## src/hw/fpsr_pkg.sv

```systemverilog
package fpsr_pkg;
	// Register offsets on the system register port
	localparam logic [7:0] OFS_CTX_ADDR = 8'h08;
	localparam logic [7:0] OFS_DEFAULT = 8'h0c;
	localparam logic [7:0] OFS_CTX_CTRL = 8'h04;
	localparam logic [7:0] OFS_COPRO = 8'h88;
	// Reset values
	localparam logic [31:0] RST_ZERO = 32'h0000_0000;
	localparam logic [31:0] RST_CTX_CTRL = 32'hc000_0000;
	// Context address keeps bits 31:3
	localparam logic [31:0] CTX_ADDR_MASK = 32'hffff_fff8;
	// Status/control field positions
	localparam int FLAG_LSB = 28;
	localparam int HALF_ALT_BIT = 26;
	localparam int DFLT_NAN_BIT = 25;
	localparam int FLUSH_BIT = 24;
	localparam int RM_LSB = 22;
	localparam int DENORM_BIT = 7;
	localparam int INEXACT_BIT = 4;
	// Writable status/control bits and the control field group
	localparam logic [31:0] SCR_MASK = 32'hf7c0_009f;
	localparam logic [31:0] CTRL_MASK = 32'h07c0_0000;
	localparam logic [7:0] STICKY_MASK = 8'h9f;
	// Context control enables
	localparam int AUTO_SAVE_BIT = 31;
	localparam int LAZY_SAVE_BIT = 30;
	localparam logic [31:0] CTX_CTRL_MASK = 32'hc000_0000;
	// Coprocessor access fields, bits 23:20
	localparam logic [31:0] COPRO_MASK = 32'h00f0_0000;
	localparam int COPRO_TEN_LSB = 20;
	localparam int COPRO_ELEVEN_LSB = 22;
	localparam logic [1:0] CP_DENIED = 2'h0;
	localparam logic [1:0] CP_PRIV = 2'h1;
	localparam logic [1:0] CP_FULL = 2'h3;
	// Comparison flag codes NZCV
	localparam logic [3:0] NZCV_EQ = 4'h6;
	localparam logic [3:0] NZCV_LT = 4'h8;
	localparam logic [3:0] NZCV_GT = 4'h2;
	localparam logic [3:0] NZCV_UN = 4'h3;
	typedef enum logic [1:0] {FPSR_CMP_EQ, FPSR_CMP_LT, FPSR_CMP_GT, FPSR_CMP_UN} fpsr_cmp_t;
	typedef enum {FPSR_CLR_NONE, FPSR_CLR_LAZY, FPSR_CLR_AUTO} fpsr_clr_t;
endpackage

```

## src/hw/fpsr_exc_if.sv

```systemverilog
`timescale 1ns/100ps
interface fpsr_exc_if;
	// Sticky state and its interrupt masks
	logic [7:0] sticky;
	logic [7:0] masks;
	logic has_masks;
	logic irq;
	modport regs (input sticky, output masks, output has_masks);
	modport irqgen (input sticky, input masks, input has_masks, output irq);
endinterface

```

## src/hw/fpsr_regs.sv

```systemverilog
`timescale 1ns/100ps
module fpsr_regs
	import fpsr_pkg::*;
(
	input wire logic clk,
	input wire logic resetn,
	input wire logic sys_wr,
	input wire logic sys_rd,
	input wire logic [7:0] sys_addr,
	input wire logic [31:0] sys_wdata,
	input wire logic privileged,
	output logic [31:0] sys_rdata,
	output logic sys_err,
	input wire logic scr_wr,
	input wire logic scr_rd,
	input wire logic [31:0] scr_wdata,
	output logic [31:0] scr_rdata,
	input wire logic fp_instr,
	output logic fp_allow,
	output logic no_coprocessor_fault,
	input wire logic cmp_valid,
	input wire logic [1:0] cmp_result,
	input wire logic [7:0] exc_events,
	input wire logic new_context,
	input wire logic [7:0] flag_masks,
	input wire logic masks_present,
	output logic alt_half_precision,
	output logic default_nan_mode,
	output logic flush_denormals,
	output logic [1:0] rounding_select,
	output logic lazy_save_enable,
	output logic auto_save_enable,
	output logic preserve_req,
	output logic fpu_irq
);
	logic [31:0] ctx_addr_q;
	logic [31:0] dflt_q;
	logic [31:0] ctx_ctrl_q;
	logic [31:0] copro_q;
	logic [31:0] scr_q;
	logic [31:0] scr_d;
	logic [31:0] sys_rdata_q;
	logic [31:0] scr_rdata_q;
	logic sys_err_q;
	logic fp_allow_q;
	logic fault_q;
	logic preserve_q;
	logic [31:0] ctrl_out_q;
	fpsr_clr_t clr_mode;
	fpsr_exc_if exc();

	// Encoding of compare result onto NZCV
	function automatic logic [3:0] nzcv_of(input logic [1:0] r);
		case (fpsr_cmp_t'(r))
			FPSR_CMP_EQ: nzcv_of = NZCV_EQ;
			FPSR_CMP_LT: nzcv_of = NZCV_LT;
			FPSR_CMP_GT: nzcv_of = NZCV_GT;
			default: nzcv_of = NZCV_UN;
		endcase
	endfunction

	// Access check of one coprocessor field against privilege
	function automatic logic cp_ok(input logic [1:0] f, input logic priv);
		case (f)
			CP_FULL: cp_ok = 1'b1;
			CP_PRIV: cp_ok = priv;
			default: cp_ok = 1'b0;
		endcase
	endfunction

	assign exc.masks = flag_masks;
	assign exc.has_masks = masks_present;

	fpsr_irq u_irq (
		.clk(clk),
		.resetn(resetn),
		.exc(exc)
	);

	// Save mode picked by the context control enables
	always_comb begin
		if (ctx_ctrl_q[LAZY_SAVE_BIT]) begin
			clr_mode = FPSR_CLR_LAZY;
		end else if (ctx_ctrl_q[AUTO_SAVE_BIT]) begin
			clr_mode = FPSR_CLR_AUTO;
		end else begin
			clr_mode = FPSR_CLR_NONE;
		end
	end

	// Privileged register writes
	always_ff @(posedge clk or negedge resetn) begin
		if (!resetn) begin
			ctx_addr_q <= RST_ZERO;
			dflt_q <= RST_ZERO;
			ctx_ctrl_q <= RST_CTX_CTRL;
			copro_q <= RST_ZERO;
		end else if (sys_wr && privileged) begin
			case (sys_addr)
				OFS_CTX_ADDR: ctx_addr_q <= sys_wdata & CTX_ADDR_MASK;
				OFS_DEFAULT: dflt_q <= sys_wdata & CTRL_MASK;
				OFS_CTX_CTRL: ctx_ctrl_q <= sys_wdata & CTX_CTRL_MASK;
				OFS_COPRO: copro_q <= sys_wdata & COPRO_MASK;
				default: ;
			endcase
		end
	end

	// Register read data and error answer
	always_ff @(posedge clk or negedge resetn) begin
		if (!resetn) begin
			sys_rdata_q <= RST_ZERO;
			sys_err_q <= 1'b0;
		end else begin
			sys_err_q <= (sys_rd || sys_wr) && !privileged;
			if (sys_rd && privileged) begin
				case (sys_addr)
					OFS_CTX_ADDR: sys_rdata_q <= ctx_addr_q;
					OFS_DEFAULT: sys_rdata_q <= dflt_q;
					OFS_CTX_CTRL: sys_rdata_q <= ctx_ctrl_q;
					OFS_COPRO: sys_rdata_q <= copro_q;
					default: sys_rdata_q <= RST_ZERO;
				endcase
			end else begin
				sys_rdata_q <= RST_ZERO;
			end
		end
	end

	// Instruction gating by coprocessor access fields
	always_ff @(posedge clk or negedge resetn) begin
		if (!resetn) begin
			fp_allow_q <= 1'b0;
			fault_q <= 1'b0;
		end else begin
			fp_allow_q <= cp_ok(copro_q[COPRO_TEN_LSB +: 2], privileged)
				&& cp_ok(copro_q[COPRO_ELEVEN_LSB +: 2], privileged);
			fault_q <= fp_instr && !(cp_ok(copro_q[COPRO_TEN_LSB +: 2], privileged)
				&& cp_ok(copro_q[COPRO_ELEVEN_LSB +: 2], privileged));
		end
	end

	// Next status/control value; events win over clears
	always_comb begin
		scr_d = scr_q;
		if (new_context) begin
			scr_d = (scr_q & ~CTRL_MASK) | (dflt_q & CTRL_MASK);
		end
		if (scr_rd && fp_allow_q && clr_mode != FPSR_CLR_NONE) begin
			scr_d = RST_ZERO;
		end
		if (scr_wr && fp_allow_q) begin
			scr_d = scr_wdata & SCR_MASK;
		end
		if (cmp_valid && fp_allow_q) begin
			scr_d[FLAG_LSB +: 4] = nzcv_of(cmp_result);
		end
		scr_d[7:0] = scr_d[7:0] | (exc_events & STICKY_MASK);
	end

	// Status/control register, reached only by transfer ports
	always_ff @(posedge clk or negedge resetn) begin
		if (!resetn) begin
			scr_q <= RST_ZERO;
		end else begin
			scr_q <= scr_d;
		end
	end

	// Status read data captured before any forced clear
	always_ff @(posedge clk or negedge resetn) begin
		if (!resetn) begin
			scr_rdata_q <= RST_ZERO;
			preserve_q <= 1'b0;
		end else begin
			scr_rdata_q <= (scr_rd && fp_allow_q) ? scr_q : RST_ZERO;
			preserve_q <= scr_rd && fp_allow_q && clr_mode == FPSR_CLR_LAZY;
		end
	end

	// Registered control outputs to the datapath
	always_ff @(posedge clk or negedge resetn) begin
		if (!resetn) begin
			ctrl_out_q <= RST_ZERO;
		end else begin
			ctrl_out_q <= scr_q & CTRL_MASK;
		end
	end

	assign exc.sticky = scr_q[7:0];
	assign sys_rdata = sys_rdata_q;
	assign sys_err = sys_err_q;
	assign scr_rdata = scr_rdata_q;
	assign fp_allow = fp_allow_q;
	assign no_coprocessor_fault = fault_q;
	assign alt_half_precision = ctrl_out_q[HALF_ALT_BIT];
	assign default_nan_mode = ctrl_out_q[DFLT_NAN_BIT];
	assign flush_denormals = ctrl_out_q[FLUSH_BIT];
	assign rounding_select = ctrl_out_q[RM_LSB +: 2];
	assign lazy_save_enable = ctx_ctrl_q[LAZY_SAVE_BIT];
	assign auto_save_enable = ctx_ctrl_q[AUTO_SAVE_BIT];
	assign preserve_req = preserve_q;
	assign fpu_irq = exc.irq;
endmodule

```

## src/hw/fpsr_irq.sv

```systemverilog
`timescale 1ns/100ps
module fpsr_irq
	import fpsr_pkg::*;
(
	input wire logic clk,
	input wire logic resetn,
	fpsr_exc_if.irqgen exc
);
	logic irq_q;
	logic [7:0] src;

	// Per-flag masks, or inexact dropped when no masks exist
	always_comb begin
		src = exc.sticky & STICKY_MASK;
		if (exc.has_masks) begin
			src = src & exc.masks;
		end else begin
			src[INEXACT_BIT] = 1'b0;
		end
	end

	// Request level to the interrupt controller
	always_ff @(posedge clk or negedge resetn) begin
		if (!resetn) begin
			irq_q <= 1'b0;
		end else begin
			irq_q <= |src;
		end
	end
	assign exc.irq = irq_q;
endmodule

```

## config.mk

```make
export PLATFORM = sky130hd
export DESIGN_NAME = fpsr_regs
export DESIGN_NICKNAME = d
export VERILOG_FILES = /design/src/hw/fpsr_pkg.sv /design/src/hw/fpsr_exc_if.sv /design/src/hw/fpsr_regs.sv /design/src/hw/fpsr_irq.sv
export SDC_FILE = /design/constraint.sdc
export NUM_CORES = 1
export LEC_CHECK = 0
export ABC_AREA = 1
export BUFFER_PORTS_ARGS = -buffer_cell sky130_fd_sc_hd__buf_2
export CORE_MARGIN = 2
export CORE_UTILIZATION = 40
export DETAILED_ROUTE_END_ITERATION = 6
export HOLD_SLACK_MARGIN = 0.12
export PLACE_DENSITY = 0.7
export SETUP_SLACK_MARGIN = 0.02
export SLEW_MARGIN = 15
export SYNTH_ARGS = -nofsm -noshare
export SYNTH_HDL_FRONTEND = slang
export SYNTH_HIERARCHICAL = 1
export SYNTH_SLANG_ARGS = --single-unit
```

## constraint.sdc

```tcl
create_clock -name clk -period 1.7 [get_ports clk]
set_clock_uncertainty 0.15 [all_clocks]
set_input_delay 0.17 -clock clk [delete_from_list [all_inputs] [get_ports clk]]
set_output_delay 0.17 -clock clk [all_outputs]
set_load 0.01 [all_outputs]
```

==> results.yml, run 1 <==
finish:
  drive_gt1_share_pct: 27.06
  regArea_mm2: 0.002755
  syn_to_final_growth_pct: 41.16
  num-nets-final: 824
  final_cell_area_mm2: 0.006381
  final-instance-count-excl-fill: 868
  n_fill_cell: 924
  insertedDiodeCount: 0
  multi_input_area_mm2: 0.001366
worst_setup_path:
  r2r-start: "fp_allow$_DFF_PN0_"
  r2r-end: "scr_q[30]$_DFFE_PN0P_"
  path_cells: "dlygate4sd3_1, buf_2, o21ai_2, dlygate4sd3_1, nand2_1, inv_1, nand2_1"
  start_kind: "primary input"
  cp_slowest_cell: "dlygate4sd3_1"
  worst-path-max-fanout: 1
  r2r_slack_ns: 0.07
  required_ns: 1.77
  path_class: "in -> reg"
  cp-end-kind: "flip-flop"
  crit_family: "buffers and inverters"
  crit_buf_inv: 4
  r2r_cells: 5
  worst_path_largest_cell_delay_ns: 0.58
  arrival_ns: 1.76
logic_synthesis:
  syn_inst: 512
  syn_area_mm2: 0.004521
  avgSynthCellArea_um2: 8.829
  yosysWarnings: 6
  synth-seq-cells: 110
  synth_seq_area_share_pct: 60.95
  ys_types: 28
timing:
  min_period_ns: 1.691
  hold_viol_final: 0
  hold_ws_ns: 0.1027
  maxSlewViolCount: 0
  finalSetupViolations: 0
  finalCritPeriodShare_pct: 99.49
  rsz0062_at_grt: "yes"
  slew-limit-headroom_pct: 56.12
  fmax_mhz: 591.3
  tightestPinTransition_ns: 0.6574
clocking:
  clk_path_buf_depth: 2
  numCtsBuffers: 9
  clk_pin_slew_worst_paths_ns: 0.07
  clk_latency_ns: 0.34
  cts_tree: "built"
  clock-sinks: 110
  cts_max_level: 3
  cts_root_buf: "clkbuf_16"
power:
  power_density_mw_per_mm2: 884.4
  power_mw: 5.643
  peakVddDrop_mv: 0.4371
  p_leak_nw: 3.482
place:
  place.gp.congestion: 0.8031
  placed_cells: 780
  place_hpwl_mm: 7.495
  place_area_mm2: 0.005324
  io_buffers: 149
route:
  dr.pass1.iters: 4
  num_vias: 4022
  finalWirelength_mm: 11.73
  drt_iter0_drc: 317
  viasPerCell: 4.634
  wl_per_cell_um: 13.51
  drc: 0
  ant_nets: 0
global_routing:
  grt_pass1_vias: 3850
  grt-ovfl-total: 0
  grt_pass1_wl_mm: 17.99
  grt_max_degree: 111
  antenna_found_initial: 0
  grt_use_total_pct: 19.60
floorplanning:
  design.portCount: 177
  rows: 38
  die_area_mm2: 0.01217
  dieWidth_um: 110.3
  initial_core_util_pct: 41.34
  core_mm2: 0.01094
  die_h_um: 110.3
hold_path:
  holdPathStages: 6
  min-delay-path-class: "in -> reg"
  holdPathEnd: "u_irq/exc.irq$_DFF_PN0_"
  hold_start: "masks_present"
status:
  status: "finished clean"
run:
  cap_violations: 0
layout make-up:
class	instances	area share, %
clock buffers	10	3.745
clock inverters	6	1.216
inverters	58	3.471
multi-input cells	314	21.41
flip-flops and latches	110	43.18
well taps	140	2.745
repair buffers	230	24.24
logic make-up (layout without fill, tap and decap cells):
logic type             after synthesis  after routing  share of synthesized area, %
and+or+nand+nor                    280            280                         25.74
DFF                                110            110                         60.95
buffers and inverters               91            304                         9.493
AOI/OAI and AO/OA                   30             30                         3.737
other                                1              4                       0.08295
cells in the final DEF (no fill, tap or decap), drive strengths merged:
master       instances
inv                 60
nand3               30
o211ai               1
dfstp                2
conb                 4
dlygate4sd3         71
buf                159
a21oi                6
nand3b               6
clkbuf              10
nand2              164
dfrtp              108
o21ai               20
clkinvlp             2
bufinv               1
nor2                79
a32oi                2
nor3                 1
clkinv               1
a31oi                1
worst register-to-register path: cells and delay by family, from the launching register on:
family | cells | cell delay, ns
AOI/OAI and AO/OA | 1 | 0.09
buffers and inverters | 1 | 0.55
DFF | 1 | 0.43
and+or+nand+nor | 3 | 0.32
flip-flops by register name (all words and copies together) (netlist names):
| register | cells |
|---|---|
| fp_allow | 1 |
| ctx_ctrl_q | 2 |
| ctx_addr_q | 29 |
| u_irq/exc.irq | 1 |
| preserve_req | 1 |
| dflt_q | 5 |
| no_coprocessor_fault | 1 |
| scr_rdata | 16 |
| sys_rdata | 29 |
| copro_q | 4 |
| ctrl_out_q | 5 |
| scr_q | 15 |
| sys_err | 1 |
routing by layer:
| metal | GRT usage (%) | part of all wire [%] | wire length (um) |
|---|---|---|---|
| met4 | 6.339 | 1.4 | 169 |
| met1 | 23.75 | 42 | 4969 |
| met2 | 34.57 | 50 | 5822 |
| met3 | 4.468 | 6.5 | 768 |
| met5 | 0 | 0 | 0 |
how the worst max path moves through the flow:
| stage | start | endpoint | slack (ns) | depth (start not counted) |
|---|---|---|---|---|
| global placement | sys_addr[7] | sys_rdata[19]$_DFF_PN0_ | 0.10 | 6 |
| global route | fp_allow$_DFF_PN0_ | scr_q[30]$_DFFE_PN0P_ | -0.02 | 5 |
| detailed placement | sys_addr[7] | sys_rdata[28]$_DFF_PN0_ | 0.03 | 6 |
| floorplan | fp_allow$_DFF_PN0_ | scr_q[22]$_DFFE_PN0P_ | 0.30 | 7 |
| finish | flag_masks[7] | u_irq/exc.irq$_DFF_PN0_ | 0.009 | 7 |
| CTS | fp_allow$_DFF_PN0_ | scr_q[30]$_DFFE_PN0P_ | 0.04 | 5 |
cells in the mapped netlist:
master      n  area share [%]
o21ai_2     2            0.39
nand2_2     4            0.55
dfrtp_1   108              60
nor2_2      4            0.55
buf_2       7            0.77
nand3_1    30             3.3
nand2_4     1            0.25
nor2_1     73             6.1
inv_1      55             4.6
inv_2       2            0.17
buf_6       1            0.25
a32oi_1     2            0.39
nand3b_1    6             1.0
buf_1       2            0.17
nor2_4      1            0.25
a21oi_1     6            0.66
a31oi_1     1            0.14
o21ai_0    12             1.3
clkbuf_1    4            0.33
nor2_8      1            0.44
dfstp_2     2             1.2
nor3_1      1            0.11
nand2_1   159              13
conb_1      1           0.083
o21ai_1     6            0.66
buf_4      19             3.2
o211ai_1    1            0.17
clkinv_1    1           0.083
stage by stage:
step	utilization (%)	worst slack (ns)	TNS (ns)
floorplan	-	0.3033	0
global placement	48.68	0.1011	0
detailed placement	48.68	0.03387	0
CTS	58.26	0.04273	0
global route	58.35	-0.02233	-0.02233
finish	58.35	0.008709	0
power by group:
part           switching (mW)  leakage [nW]  total, mW  internal [mW]
registers              0.0642          1.42       2.79           2.72
logic                   0.369          1.91      0.683          0.315
clock network           0.960         0.153       2.17           1.21
total                    1.39          3.48       5.64           4.25
what timing repair did:
action | in CTS | in global routing
hold buffers | 73 | 0
buffers inserted | 0 | 1
hold endpoints to repair | 168 | 0
setup endpoints to repair | 0 | 41
resized for setup | 0 | 6
Note: power is estimated with default switching activity, not from simulation.
==> run 2: changes to the inputs <==
--- a/config.mk
+++ b/config.mk
@@ -5,7 +5,6 @@
 export SDC_FILE = /design/constraint.sdc
 export NUM_CORES = 1
 export LEC_CHECK = 0
-export ABC_AREA = 1
 export BUFFER_PORTS_ARGS = -buffer_cell sky130_fd_sc_hd__buf_2
 export CORE_MARGIN = 2
 export CORE_UTILIZATION = 40
==> results.yml, run 2 <==
hold_path:
  min-delay-path-class: "in -> async"
worst_setup_path:
  cp-startpoint: "masks_present"
  path_class: "in -> reg"
  r2r-start: "scr_q[4]$_DFF_PN0_"
  worst_path_largest_cell_delay_ns: 0.55
  cp-end-kind: "flip-flop"
  path_cells: "dlygate4sd3_1, buf_2, nand3_1, dlygate4sd3_1, o21ai_0, a211o_1"
  cp_slowest_cell: "dlygate4sd3_1"
  required_ns: 1.82
  crit_top_cell: "dlygate4sd3_1"
  crit_family: "buffers and inverters"
  crit_buf_inv: 3
  worst-path-max-fanout: 4
  arrival_ns: 1.80
  start_kind: "primary input"
clocking:
  clk_pin_slew_worst_paths_ns: 0.12
  numCtsBuffers: 9
  cts_max_level: 3
  cts_setup_buffers: 0
  cts_root_buf: "clkbuf_8"
  clock-sinks: 110
  clk_latency_ns: 0.38
  cts_tree: "built"
  clk_path_buf_depth: 2
logic_synthesis:
  synth_edf_count: 0
  ys_types: 44
  synth.area.top_cells: "dfrtp_1 (61%), mux2_2 (8.2%), buf_4 (3.4%)"
  synth-seq-cells: 110
  synth.most_common_cell: "dfrtp_1"
  synth_seq_area_share_pct: 62.47
  synthFlopType: "dfrtp_1"
  async_flop_share_pct: 100.0
  synth_top_area_share_pct: 61.28
  yosys-top-cells-count: "dfrtp_1 (108), mux2_2 (32), and2_1 (21)"
  avgSynthCellArea_um2: 13.57
  syn_area_mm2: 0.004410
  synth_area_leader_cell: "dfrtp_1"
  yosysWarnings: 6
  syn_inst: 325
route:
  ant_nets: 0
  num_vias: 3464
  drt_iter0_drc: 151
  wl_per_cell_um: 15.92
  dr.pass1.iters: 4
  viasPerCell: 4.977
  drc: 0
  finalWirelength_mm: 11.08
place:
  place_hpwl_mm: 7.180
  place.gp.congestion: 0.8838
  io_buffers: 149
  dp_slack_ns: -0.1509
  place_area_mm2: 0.005328
global_routing:
  grt_use_total_pct: 19.79
  grt-ovfl-total: 0
  antenna_found_initial: 1
  grt_pass1_vias: 3508
  grt_max_degree: 38
  grt_pass1_wl_mm: 17.72
status:
  status: "finished clean"
power:
  power_density_mw_per_mm2: 754.0
  p_leak_nw: 3.344
  peakVddDrop_mv: 0.3972
timing:
  finalCritPeriodShare_pct: 98.63
  finalSetupViolations: 0
  rsz0062_at_grt: "no"
  fin_ws_ns: 0.02326
  hold_viol_final: 0
  fmax_mhz: 596.4
  maxSlewViolCount: 0
  min_period_ns: 1.677
floorplanning:
  core_mm2: 0.01079
  rows: 38
  die_h_um: 109.0
  design.portCount: 177
  die_area_mm2: 0.01188
  initial_core_util_pct: 40.86
  dieWidth_um: 109.0
finish:
  final_cell_mix: "buf_2 (147), dfrtp_1 (108), dlygate4sd3_1 (75), mux2_2 (32), and2_1 (21)"
  layout_commonest_cell: "buf_2"
  drive_gt1_share_pct: 42.88
  utilization_pct: 58.36
  num-nets-final: 651
  final_cell_area_mm2: 0.006299
  syn_to_final_growth_pct: 42.81
run:
  cap_violations: 0
==> run 2: cell count changes after synthesis, sizes merged, moves of 4 or more <==
cell    change
and3       +18
a221o       +6
nor2       -74
inv        -51
nand4       +6
nand3      -21
o21ai      -13
nand3b      -6
and2       +21
o22ai       +4
nand2     -155
mux2       +42
mux2i       +7
clkbuf      +5
==> run 2: through the flow <==
| stage | std cells | setup TNS, ns | power [mW] | hold slack, ns |
|---|---|---|---|---|
| detailed placement | 603 | -0.9822 | 3.083 | 0.02538 |
| floorplan | 328 | 0 | 2.878 | -0.2756 |
| finish | 696 | 0 | 4.749 | 0.1344 |
| global placement | 603 | -0.7481 | 3.069 | 0.01694 |
| CTS | 695 | 0 | 4.778 | 0.1375 |
| global route | 696 | 0 | 4.977 | 0.1648 |
==> run 2: cells by family (layout without fill, tap and decap cells) <==
kind of cell	after synthesis	after routing	share of synthesized area (%)
multiplexers	49	49	13.16
AND/OR/NAND/NOR	87	87	12.77
flip-flops	110	110	62.47
other	1	5	0.08502
AO/OA/AOI/OAI	37	37	5.901
buffers and inverters	41	268	5.617
==> run 2: path summary, 6_finish.rpt <==
check,to,slack [ns],cells after the start
max in group asynchronous,ctx_addr_q[23]$_DFFE_PN0P_,0.60,3
hold / removal,sys_rdata[31]$_DFF_PN0_,0.13,2
setup / recovery,u_irq/exc.irq$_DFF_PN0_,0.02,6
setup reg to reg,u_irq/exc.irq$_DFF_PN0_,0.06,4
min in group clk,sys_rdata[23]$_DFF_PN0_,0.16,5
hold reg to reg,ctrl_out_q[25]$_DFF_PN0_,0.27,0
==> run 2: area by class of cell <==
class	instances	area (um^2)
Sequential cell	110	2755
Clock buffer	10	137.6
Fill cell	881	4494
Multi-Input combinational cell	177	1423
Inverter	6	22.52
Timing Repair Buffer	246	1722
Tap cell	140	175.2
Clock inverter	6	61.31
Antenna cell	1	2.502
==> run 2: worst register-to-register path, cell delays in order, from the launching register on <==
cell and delay, ns:
dfrtp_1 0.43, nand3_1 0.10, dlygate4sd3_1 0.55, o21ai_0 0.08, a211o_1 0.23
==> run 2: timing repair <==
| item | 4_1_cts | 5_1_grt |
|---|---|---|
| pin swaps | 0 | 1 |
| setup endpoints to repair | 3 | 10 |
| hold buffers | 76 | 0 |
| resized for setup | 1 | 3 |
| endpoints found under the hold margin | 192 | 0 |
==> run 2: report_power, final <==
| part | total [mW] | internal [mW] | leakage, nW | switching (mW) |
|---|---|---|---|---|
| logic | 0.488 | 0.275 | 1.77 | 0.212 |
| clock network | 1.58 | 0.616 | 0.104 | 0.959 |
| registers | 2.69 | 2.66 | 1.47 | 0.0267 |
| total | 4.75 | 3.55 | 3.34 | 1.20 |
==> run 2: layer usage <==
metal	GRT usage [%]	share of wire (%)
met5	0	0
met3	3.945	5.7
met4	7.967	2.4
met1	24.61	40
met2	33.76	52
